File: config.mk
export PLATFORM = sky130hd
export DESIGN_NAME = rlwg_top
export DESIGN_NICKNAME = d
export VERILOG_FILES = /design/src/design/rlwg_pkg.sv /design/src/design/rlwg_fifo.sv /design/src/design/rlwg_top.sv
export SDC_FILE = /design/constraint.sdc
export NUM_CORES = 1
export LEC_CHECK = 0
export ABC_CLOCK_PERIOD_IN_PS = 2700
export BUFFER_PORTS_ARGS = -buffer_cell sky130_fd_sc_hd__buf_4
export CAP_MARGIN = 20
export CORE_AREA = 2 2 215 196
export DETAILED_ROUTE_END_ITERATION = 16
export DIE_AREA = 0 0 217 198
export PLACE_DENSITY_LB_ADDON = 0.12
export SYNTH_ARGS = -nofsm -noshare
export SYNTH_HDL_FRONTEND = slang
export SYNTH_SLANG_ARGS = --single-unit
File: constraint.sdc
create_clock -name mclk -period 2.7 [get_ports mclk]
set_input_delay 0.54 -clock mclk [delete_from_list [all_inputs] [get_ports mclk]]
set_output_delay 0.54 -clock mclk [all_outputs]
set_load 0.005 [all_outputs]
File: src/design/rlwg_pkg.sv
// Package for the RGB LED waveform generator: register map, fields, timing.
// Assumes a 40 MHz mclk and an AHB-Lite register bus with 32-bit data.
package rlwg_pkg;

  // Clock and base time unit, in picoseconds
  localparam int unsigned CLK_PERIOD_PS  = 25000;
  localparam int unsigned BASE_UNIT_PS   = 60280;
  localparam int          ACC_W          = 17;
  localparam logic [ACC_W-1:0] ACC_STEP  = ACC_W'(CLK_PERIOD_PS);
  localparam logic [ACC_W-1:0] ACC_LIMIT = ACC_W'(BASE_UNIT_PS);

  // Register indices; byte address is four times the index
  localparam logic [29:0] CTRL_IDX     = 30'h0000009a;
  localparam logic [29:0] TIMING_IDX   = 30'h0000009b;
  localparam logic [29:0] BUF_BASE_IDX = 30'h0000f200;
  localparam logic [29:0] BUF_LAST_IDX = 30'h0000f217;
  localparam int          BUF_BYTES    = 24;
  localparam logic [7:0]  CTRL_RESET   = 8'h00;
  localparam logic [7:0]  TIMING_RESET = 8'h00;
  localparam logic [7:0]  BYTE_RESET   = 8'h00;

  // Timing figures in base units, gap codes in gap units, and bytes per LED
  localparam logic [4:0] PERIOD_BASE    = 5'h11;
  localparam logic [4:0] ONE_HIGH_BASE  = 5'h0a;
  localparam logic [4:0] ZERO_HIGH_BASE = 5'h04;
  localparam logic [4:0] BYTES_PER_LED  = 5'h03;
  localparam logic [5:0] GAP_CODE0      = 6'h07;
  localparam logic [5:0] GAP_CODE1      = 6'h0b;
  localparam logic [5:0] GAP_CODE2      = 6'h15;
  localparam logic [5:0] GAP_CODE3      = 6'h25;
  localparam int         GAP_SCALE_DEF  = 128;

  // Run modes
  localparam logic [1:0] MODE_ONE_GAP   = 2'h2;
  localparam logic [1:0] MODE_ONE_NOGAP = 2'h3;

  // AHB-Lite codes
  localparam logic [1:0] HTRANS_NONSEQ = 2'h2;
  localparam logic       HRESP_OKAY    = 1'h0;

  typedef struct packed {
    logic [1:0] resetGapSelect;
    logic [1:0] runModeSelect;
    logic [2:0] frameLengthSelect;
    logic       generatorEnable;
  } rlwg_ctrl_t;

  typedef struct packed {
    logic [2:0] bitPeriodSelect;
    logic [2:0] oneHighTimeSelect;
    logic [1:0] zeroHighTimeSelect;
  } rlwg_timing_t;

  typedef enum logic [1:0] {
    ST_IDLE,
    ST_BITS,
    ST_GAP
  } rlwg_state_t;

endpackage

File: src/design/rlwg_fifo.sv
// Synchronous FIFO with valid/ready on both sides and a flush.
// Assumes one clock; flush empties it in one cycle.
`timescale 1ns/10ps
module rlwg_fifo
  import rlwg_pkg::*;
#(
  parameter int WIDTH = 8,
  parameter int DEPTH = 8
) (
  input  wire logic             mclk,
  input  wire logic             nrst,
  input  wire logic             flush,
  input  wire logic             inValid,
  output logic                  inReady,
  input  wire logic [WIDTH-1:0] inData,
  output logic                  outValid,
  input  wire logic             outReady,
  output logic      [WIDTH-1:0] outData
);

  localparam int PW = (DEPTH > 1) ? $clog2(DEPTH) : 1;

  if (DEPTH < 2 || WIDTH < 1) begin : gBadParams
    $error("rlwg_fifo: DEPTH must be at least 2 and WIDTH at least 1");
  end

  logic [WIDTH-1:0] mem [DEPTH];
  logic [PW-1:0]    wrPtr_reg;
  logic [PW-1:0]    rdPtr_reg;
  logic [PW:0]      count_reg;
  logic             doPush;
  logic             doPop;

  assign inReady  = (count_reg != (PW+1)'(DEPTH));
  assign outValid = (count_reg != '0);
  assign outData  = mem[rdPtr_reg];
  assign doPush   = inValid && inReady && !flush;
  assign doPop    = outValid && outReady && !flush;

  always_ff @(posedge mclk) begin
    if (doPush) begin
      mem[wrPtr_reg] <= inData;
    end
  end

  always_ff @(posedge mclk or negedge nrst) begin
    if (!nrst) begin
      wrPtr_reg <= '0;
      rdPtr_reg <= '0;
      count_reg <= '0;
    end else if (flush) begin
      wrPtr_reg <= '0;
      rdPtr_reg <= '0;
      count_reg <= '0;
    end else begin
      if (doPush) begin
        wrPtr_reg <= (wrPtr_reg == PW'(DEPTH-1)) ? '0 : wrPtr_reg + 1'b1;
      end
      if (doPop) begin
        rdPtr_reg <= (rdPtr_reg == PW'(DEPTH-1)) ? '0 : rdPtr_reg + 1'b1;
      end
      count_reg <= count_reg + (PW+1)'(doPush) - (PW+1)'(doPop);
    end
  end

endmodule

File: src/design/rlwg_top.sv
// RGB LED waveform generator: AHB-Lite registers, 24-byte buffer, serial encoder.
// Assumes mclk at 40 MHz, a single AHB-Lite master, and the pad outside
// resolving ledPinOut/ledPinOe into the LED data wire.
//
// Behaviour
// Shift 24-byte buffer out on one pin
// Zero bit: zero-high time, then low
// One bit: one-high time, then low
// Frames separated by low reset gap
// Frame length is 3 times (code+1) bytes
// Modes 00/01 repeat forever, enable kept
// Mode 10: frame, gap, clear enable
// Mode 11: frame only, clear enable
// Gap code picks 7/11/21/37 gap units
// Bit period is 17 plus code units
// One-high time is 10 plus code units
// Zero-high time is 4 plus code units
// Enable low gives pin to GPIO
// Software stops continuous mode by clearing enable
// Lowest byte first, MSB first, no gaps
// Both config registers reset to zero
`timescale 1ns/10ps
module rlwg_top
  import rlwg_pkg::*;
#(
  parameter int GAP_SCALE  = GAP_SCALE_DEF,
  parameter int FIFO_DEPTH = 8
) (
  input  wire logic        mclk,
  input  wire logic        nrst,
  input  wire logic        hsel,
  input  wire logic [31:0] haddr,
  input  wire logic [1:0]  htrans,
  input  wire logic        hwrite,
  input  wire logic [2:0]  hsize,
  input  wire logic [31:0] hwdata,
  input  wire logic        hready,
  output logic             hreadyout,
  output logic             hresp,
  output logic      [31:0] hrdata,
  input  wire logic        ledPinIn,
  output logic             ledPinOut,
  output logic             ledPinOe,
  input  wire logic        gpioOutValue,
  input  wire logic        gpioOutEnable,
  output logic             gpioInValue
);

  // Gap length in base units must fit the 16-bit gap counter
  if (GAP_SCALE < 1 || int'(GAP_CODE3) * GAP_SCALE > 65535) begin : gBadGapScale
    $error("rlwg_top: GAP_SCALE out of range");
  end
  if (FIFO_DEPTH < 2) begin : gBadFifoDepth
    $error("rlwg_top: FIFO_DEPTH must be at least 2");
  end

  // Registers and buffer
  rlwg_ctrl_t   ctrl_reg;
  rlwg_timing_t timing_reg;
  logic [7:0]   txBuf [BUF_BYTES];

  // Bus state
  logic        dpWrite_reg;
  logic        rdPend_reg;
  logic [29:0] dpIdx_reg;
  logic [31:0] hrdata_reg;
  logic        takeXfer;
  logic [29:0] addrIdx;

  // Timing base
  logic [ACC_W-1:0] acc_reg;
  logic             tick_reg;

  // Sequencer
  rlwg_state_t state_reg;
  logic [4:0]  feedIdx_reg;
  logic [4:0]  feedLeft_reg;
  logic [4:0]  txLeft_reg;
  logic [7:0]  shift_reg;
  logic        byteValid_reg;
  logic [2:0]  bitIdx_reg;
  logic [4:0]  unitCnt_reg;
  logic [15:0] gapCnt_reg;
  logic        waveOut_reg;
  logic        pinOut_reg;
  logic        pinOe_reg;
  logic        pinSync1_reg;
  logic        pinSync2_reg;

  // Derived terms
  logic [4:0]  frameBytes;
  logic [4:0]  periodUnits;
  logic [4:0]  highUnits;
  logic [15:0] gapUnits;
  logic        bitEnd;
  logic        lastBitEnd;
  logic        frameEnd;
  logic        gapEnd;
  logic        startFrame;
  logic        hwClear;
  logic        pop;
  logic        fifoInValid;
  logic        fifoInReady;
  logic        fifoOutValid;
  logic [7:0]  fifoOutData;
  logic [15:0] gapCode;

  // Bus slave
  assign addrIdx  = haddr[31:2];
  assign takeXfer = hsel && (htrans == HTRANS_NONSEQ) && hready;
  assign hresp    = HRESP_OKAY;
  // Reads take one wait state so a write just before is already visible
  assign hreadyout = !rdPend_reg;
  assign hrdata    = hrdata_reg;

  always_ff @(posedge mclk or negedge nrst) begin
    if (!nrst) begin
      dpWrite_reg <= 1'b0;
      rdPend_reg  <= 1'b0;
      dpIdx_reg   <= '0;
    end else begin
      dpWrite_reg <= takeXfer && hwrite;
      rdPend_reg  <= takeXfer && !hwrite;
      if (takeXfer) begin
        dpIdx_reg <= addrIdx;
      end
    end
  end

  always_ff @(posedge mclk or negedge nrst) begin
    if (!nrst) begin
      hrdata_reg <= '0;
    end else if (rdPend_reg) begin
      if (dpIdx_reg == CTRL_IDX) begin
        hrdata_reg <= {24'h000000, ctrl_reg};
      end else if (dpIdx_reg == TIMING_IDX) begin
        hrdata_reg <= {24'h000000, timing_reg};
      end else if (dpIdx_reg >= BUF_BASE_IDX && dpIdx_reg <= BUF_LAST_IDX) begin
        hrdata_reg <= {24'h000000, txBuf[5'(dpIdx_reg - BUF_BASE_IDX)]};
      end else begin
        hrdata_reg <= '0;
      end
    end
  end

  // Control register; a software write wins over the hardware clear
  always_ff @(posedge mclk or negedge nrst) begin
    if (!nrst) begin
      ctrl_reg <= rlwg_ctrl_t'(CTRL_RESET);
    end else if (dpWrite_reg && dpIdx_reg == CTRL_IDX) begin
      ctrl_reg <= rlwg_ctrl_t'(hwdata[7:0]);
    end else if (hwClear) begin
      ctrl_reg.generatorEnable <= 1'b0;
    end
  end

  always_ff @(posedge mclk or negedge nrst) begin
    if (!nrst) begin
      timing_reg <= rlwg_timing_t'(TIMING_RESET);
    end else if (dpWrite_reg && dpIdx_reg == TIMING_IDX) begin
      timing_reg <= rlwg_timing_t'(hwdata[7:0]);
    end
  end

  // Transmit buffer, one byte per word
  always_ff @(posedge mclk or negedge nrst) begin
    if (!nrst) begin
      for (int i = 0; i < BUF_BYTES; i++) begin
        txBuf[i] <= BYTE_RESET;
      end
    end else if (dpWrite_reg && dpIdx_reg >= BUF_BASE_IDX && dpIdx_reg <= BUF_LAST_IDX) begin
      txBuf[5'(dpIdx_reg - BUF_BASE_IDX)] <= hwdata[7:0];
    end
  end

  // Base unit tick; fractional accumulator keeps the long-run rate exact
  always_ff @(posedge mclk or negedge nrst) begin
    if (!nrst) begin
      acc_reg  <= '0;
      tick_reg <= 1'b0;
    end else if (acc_reg + ACC_STEP >= ACC_LIMIT) begin
      acc_reg  <= acc_reg + ACC_STEP - ACC_LIMIT;
      tick_reg <= 1'b1;
    end else begin
      acc_reg  <= acc_reg + ACC_STEP;
      tick_reg <= 1'b0;
    end
  end

  // Field decode
  assign frameBytes  = BYTES_PER_LED * (5'(ctrl_reg.frameLengthSelect) + 5'h01);
  assign periodUnits = PERIOD_BASE + 5'(timing_reg.bitPeriodSelect);
  assign highUnits   = shift_reg[7]
                     ? ONE_HIGH_BASE + 5'(timing_reg.oneHighTimeSelect)
                     : ZERO_HIGH_BASE + 5'(timing_reg.zeroHighTimeSelect);

  always_comb begin
    case (ctrl_reg.resetGapSelect)
      2'h0:    gapCode = 16'(GAP_CODE0);
      2'h1:    gapCode = 16'(GAP_CODE1);
      2'h2:    gapCode = 16'(GAP_CODE2);
      default: gapCode = 16'(GAP_CODE3);
    endcase
  end
  assign gapUnits = 16'(gapCode * 16'(GAP_SCALE));

  // Sequencing events
  assign bitEnd     = tick_reg && byteValid_reg && (unitCnt_reg == periodUnits - 5'h01);
  assign lastBitEnd = bitEnd && (bitIdx_reg == 3'h7);
  assign frameEnd   = (state_reg == ST_BITS) && lastBitEnd && (txLeft_reg == '0);
  // Repeating modes end one unit early; the next frame's first byte loads a tick later
  assign gapEnd     = (state_reg == ST_GAP) && tick_reg
                    && (gapCnt_reg + 16'(!ctrl_reg.runModeSelect[1]) == gapUnits - 16'h0001);
  // Next byte loads on the same tick the previous one ends: no idle between bytes
  assign pop = (state_reg == ST_BITS) && tick_reg && fifoOutValid && (txLeft_reg != '0)
             && (!byteValid_reg || lastBitEnd);
  assign startFrame = ctrl_reg.generatorEnable
                    && ((state_reg == ST_IDLE) || (gapEnd && !ctrl_reg.runModeSelect[1]));
  assign hwClear = ctrl_reg.generatorEnable
                 && ((frameEnd && ctrl_reg.runModeSelect == MODE_ONE_NOGAP)
                 || (gapEnd && ctrl_reg.runModeSelect == MODE_ONE_GAP));

  always_ff @(posedge mclk or negedge nrst) begin
    if (!nrst) begin
      state_reg <= ST_IDLE;
    end else if (!ctrl_reg.generatorEnable) begin
      state_reg <= ST_IDLE;
    end else begin
      case (state_reg)
        ST_IDLE: begin
          state_reg <= ST_BITS;
        end
        ST_BITS: begin
          if (frameEnd) begin
            state_reg <= (ctrl_reg.runModeSelect == MODE_ONE_NOGAP) ? ST_IDLE : ST_GAP;
          end
        end
        ST_GAP: begin
          if (gapEnd) begin
            state_reg <= ctrl_reg.runModeSelect[1] ? ST_IDLE : ST_BITS;
          end
        end
        default: begin
          state_reg <= ST_IDLE;
        end
      endcase
    end
  end

  // Feeder: buffer bytes in address order into the FIFO
  assign fifoInValid = (state_reg == ST_BITS) && (feedLeft_reg != '0);

  always_ff @(posedge mclk or negedge nrst) begin
    if (!nrst) begin
      feedIdx_reg  <= '0;
      feedLeft_reg <= '0;
    end else if (startFrame) begin
      feedIdx_reg  <= '0;
      feedLeft_reg <= frameBytes;
    end else if (fifoInValid && fifoInReady) begin
      feedIdx_reg  <= feedIdx_reg + 5'h01;
      feedLeft_reg <= feedLeft_reg - 5'h01;
    end
  end

  // Idle state flushes the FIFO so an aborted frame leaves nothing behind
  rlwg_fifo #(
    .WIDTH (8),
    .DEPTH (FIFO_DEPTH)
  ) u_rlwg_fifo (
    .mclk     (mclk),
    .nrst     (nrst),
    .flush    (state_reg == ST_IDLE),
    .inValid  (fifoInValid),
    .inReady  (fifoInReady),
    .inData   (txBuf[feedIdx_reg]),
    .outValid (fifoOutValid),
    .outReady (pop),
    .outData  (fifoOutData)
  );

  // Bytes still to be loaded into the shifter this frame
  always_ff @(posedge mclk or negedge nrst) begin
    if (!nrst) begin
      txLeft_reg <= '0;
    end else if (startFrame) begin
      txLeft_reg <= frameBytes;
    end else if (pop) begin
      txLeft_reg <= txLeft_reg - 5'h01;
    end
  end

  // Shifter, most significant bit first
  always_ff @(posedge mclk or negedge nrst) begin
    if (!nrst) begin
      shift_reg     <= '0;
      byteValid_reg <= 1'b0;
      bitIdx_reg    <= '0;
    end else if (state_reg != ST_BITS) begin
      byteValid_reg <= 1'b0;
      bitIdx_reg    <= '0;
    end else if (pop) begin
      shift_reg     <= fifoOutData;
      byteValid_reg <= 1'b1;
      bitIdx_reg    <= '0;
    end else if (lastBitEnd) begin
      byteValid_reg <= 1'b0;
    end else if (bitEnd) begin
      shift_reg  <= {shift_reg[6:0], 1'b0};
      bitIdx_reg <= bitIdx_reg + 3'h1;
    end
  end

  // Unit counter inside one bit; restarts when a bit ends or a byte loads
  always_ff @(posedge mclk or negedge nrst) begin
    if (!nrst) begin
      unitCnt_reg <= '0;
    end else if (!byteValid_reg || bitEnd || pop) begin
      unitCnt_reg <= '0;
    end else if (tick_reg) begin
      unitCnt_reg <= unitCnt_reg + 5'h01;
    end
  end

  // Reset gap counter
  always_ff @(posedge mclk or negedge nrst) begin
    if (!nrst) begin
      gapCnt_reg <= '0;
    end else if (state_reg != ST_GAP) begin
      gapCnt_reg <= '0;
    end else if (tick_reg) begin
      gapCnt_reg <= gapCnt_reg + 16'h0001;
    end
  end

  // Encoded waveform: high for the selected high time, low for the rest
  always_ff @(posedge mclk or negedge nrst) begin
    if (!nrst) begin
      waveOut_reg <= 1'b0;
    end else begin
      waveOut_reg <= (state_reg == ST_BITS) && byteValid_reg
                   && (unitCnt_reg < highUnits);
    end
  end

  // Pin ownership: generator while enabled, GPIO otherwise
  always_ff @(posedge mclk or negedge nrst) begin
    if (!nrst) begin
      pinOut_reg <= 1'b0;
      pinOe_reg  <= 1'b0;
    end else if (ctrl_reg.generatorEnable) begin
      pinOut_reg <= waveOut_reg;
      pinOe_reg  <= 1'b1;
    end else begin
      pinOut_reg <= gpioOutValue;
      pinOe_reg  <= gpioOutEnable;
    end
  end
  assign ledPinOut = pinOut_reg;
  assign ledPinOe  = pinOe_reg;

  // Pin read-back synchroniser
  always_ff @(posedge mclk or negedge nrst) begin
    if (!nrst) begin
      pinSync1_reg <= 1'b0;
      pinSync2_reg <= 1'b0;
    end else begin
      pinSync1_reg <= ledPinIn;
      pinSync2_reg <= pinSync1_reg;
    end
  end
  assign gpioInValue = pinSync2_reg;

  // Transfer size is not checked; only whole words are issued on this bus
  logic unusedSize;
  assign unusedSize = ^hsize;

endmodule

==> results.ini <==
[sta]
finalCritPeriodShare_pct = 94.7
fmax_ghz = 0.391
timing.hold.ws_ps = 86.8
skew_ps = 26.9
slew-limit-headroom_pct = 49.7
setup_viol = 0
maxSlewViolCount = 0
fin_crit_ps = 2560
fin_tns_setup_ps = 0
final_hold_viol_count = 0
worst_slew_pin_slew_ps = 754

[placement]
gp_congestion = 0.841
dp_hpwl_um = 32100
dp_cells = 2108
port_buffers = 59

[yosys]
synth_edf_count = 64
async_flop_share_pct = 83.7
synth_top_area_share_pct = 40.7
syn_avg_cell_area_um2 = 13.5
ys_seq_elements = 392
syn_inst = 1493
ys_seq_area_share_pct = 50.2
netlist-cell-type-count = 74
synthFlopType = dfrtp_1
yosys-top-cells-count = 328 x dfrtp_1, 241 x mux2_2, 120 x mux4_2, 75 x nor2_1, 72 x nand2_1
synth_most_common_cell = dfrtp_1
yosysTopAreaCell = dfrtp_1
synth_area_um2 = 20200
yosys_warnings = 0
yosys-top-cells-area = dfrtp_1 41%, mux2_2 13%, mux4_2 13%

[route]
vias = 12600
avgViaCountPerCell = 5.76
dr.pass1.iters = 5
drt_iter0_drc = 917
drc = 0
wl_um = 47200
detail-route-antenna-nets = 0
route.detailed.wl_per_inst_um = 21.5

[floorplanning]
die_x_um = 217
initial_core_util_pct = 49.2
io_pins = 114
core_area_um2 = 41000
rows = 71
die_area_um2 = 43000
die_h_um = 198

[grt]
grt_pass1_wl_um = 74900
overflow = 0
grt_busiest_layer = met2
antenna_found_initial = 0
grt_pass1_vias = 12900
grt_use_met3_pct = 3.30
grt_start_max_net_pins = 73
met2_usage_pct = 34.5
grtUsageMet1_pct = 34.2
grt_usage_pct = 22.7

[clock_network]
clock-root-buffer = clkbuf_16
tritoncts = built
clkLatencyLatePin_ps = 570
cts_sinks = 392
path_clk_slew_ps = 60
clock_path_buffers = 3
numCtsBuffers = 44
cts_htree_levels = 2

[job]
maxCapViolCount = 0

[final_layout]
instances_no_fill = 2191
seqCellArea_um2 = 10100
multiInputGateArea_um2 = 9510
nets = 1720
drive_gt1_share_pct = 39.0
nFillCells = 3392
n_antenna_cell = 0
areaGrowthSynthToFinish_pct = 16.0
largest_reg_flops = 192

[setup_path]
required_ps = 3140
timing.setup.critical_path_class = reg -> reg
critPathMaxFanout = 3
critPathArrivalTime_ps = 2990
worst_setup_path_start_kind = flip-flop
end_kind = flip-flop

[power_and_ir_drop]
power.density_nw_per_um2 = 597
p_leak_nw = 9.81
ir_worst_vdd_v = 0.000490

[status]
outcome = complete, no violations

[worst_hold_path]
hp-class = in -> reg

-- final cells by class --
type,count,area share [%]
timing repair buffer,161,6.27
tap,547,2.92
inverter,37,0.593
clock inverter,17,0.823
clock buffer,63,5.49
sequential,392,43.3
multi-input combinational,974,40.6
-- routing by layer --
layer	share of wire (%)	wire (um)
met1	49	22900
met2	45	21200
met5	0	0
met4	2.1	994
met3	4.5	2130
-- power breakdown --
| part | internal [mW] | total [mW] | leakage [nW] | switching (mW) |
|---|---|---|---|---|
| logic | 0.694 | 1.47 | 4.19 | 0.774 |
| registers | 6.21 | 6.40 | 4.89 | 0.184 |
| clock network | 3.69 | 6.11 | 0.732 | 2.42 |
-- worst max-delay path, cell delays in order (launching register included) --
cell and delay [ps]:
dfrtp_1 370, inv_2 50, ha_1 190, nor4b_4 130
buf_4 140, a21oi_1 140, nand3_1 110, a21o_1 200
clkinv_1 60, ha_1 210, inv_1 60, ha_1 200
fa_2 440, and2_1 140
-- cells in the final DEF, fill, tap and decap left out, drive strengths merged, types with 22 or more instances in the layout --
master / instances
inv: 36
o21ai: 41
xor2: 31
mux2: 241
nand3: 22
nand2: 78
mux2i: 40
buf: 160
xnor2: 31
clkbuf: 63
ha: 32
a21oi: 34
dfrtp: 328
conb: 25
nor2: 85
o22ai: 24
edfxtp: 64
mux4: 120
-- repair_timing --
action / CTS / global route
pin swaps: 0 / 2
hold endpoints to repair: 52 / 0
buffers inserted: 0 / 2
resized for setup: 2 / 17
setup endpoints to repair: 23 / 171
cloned: 0 / 0
hold buffers: 1 / 0
-- path summary, 6_finish.rpt --
check	start	end	slack, ps	depth (start not counted)
worst max-delay path	txLeft_reg[0]	u_rlwg_fifo.count_reg[1]	140	13
worst min-delay path	ledPinIn	pinSync1_reg	90	1
worst max register to register	txLeft_reg[0]	u_rlwg_fifo.count_reg[1]	140	13
worst min register to register	pinSync1_reg	gpioInValue	350	0
max in group asynchronous	nrst	u_rlwg_fifo.wrPtr_reg[1]	1250	3
min in group asynchronous	nrst	txBuf[178]	550	2
-- through the flow --
step	power [mW]	setup slack (ps)	utilization, %	area (um2)
4_1_cts	14.1	5.82	56.9	23300
2_1_floorplan	7.34	132	-	20300
5_1_grt	14.5	-8.11	57.1	23400
3_5_place_dp	7.97	-8.28	53.2	21800
6_report	14.0	144	57.1	23400
3_3_place_gp	7.94	-42.0	53.2	21800
-- kinds of logic (layout without fill, tap and decap cells) --
logic type / after synthesis / count (layout) / synth area share [%]
DFF: 392 / 392 / 50.2
AOI/OAI and AO/OA: 162 / 162 / 5.29
and+or+nand+nor: 291 / 291 / 7.39
xor gates and xnor gates: 62 / 62 / 2.69
muxes: 401 / 401 / 28.8
other: 1 / 25 / 0.0186
adders and majority gates: 33 / 33 / 2.08
buffers and inverters: 151 / 278 / 3.50
No activity file was read; power rests on OpenSTA's default activity.
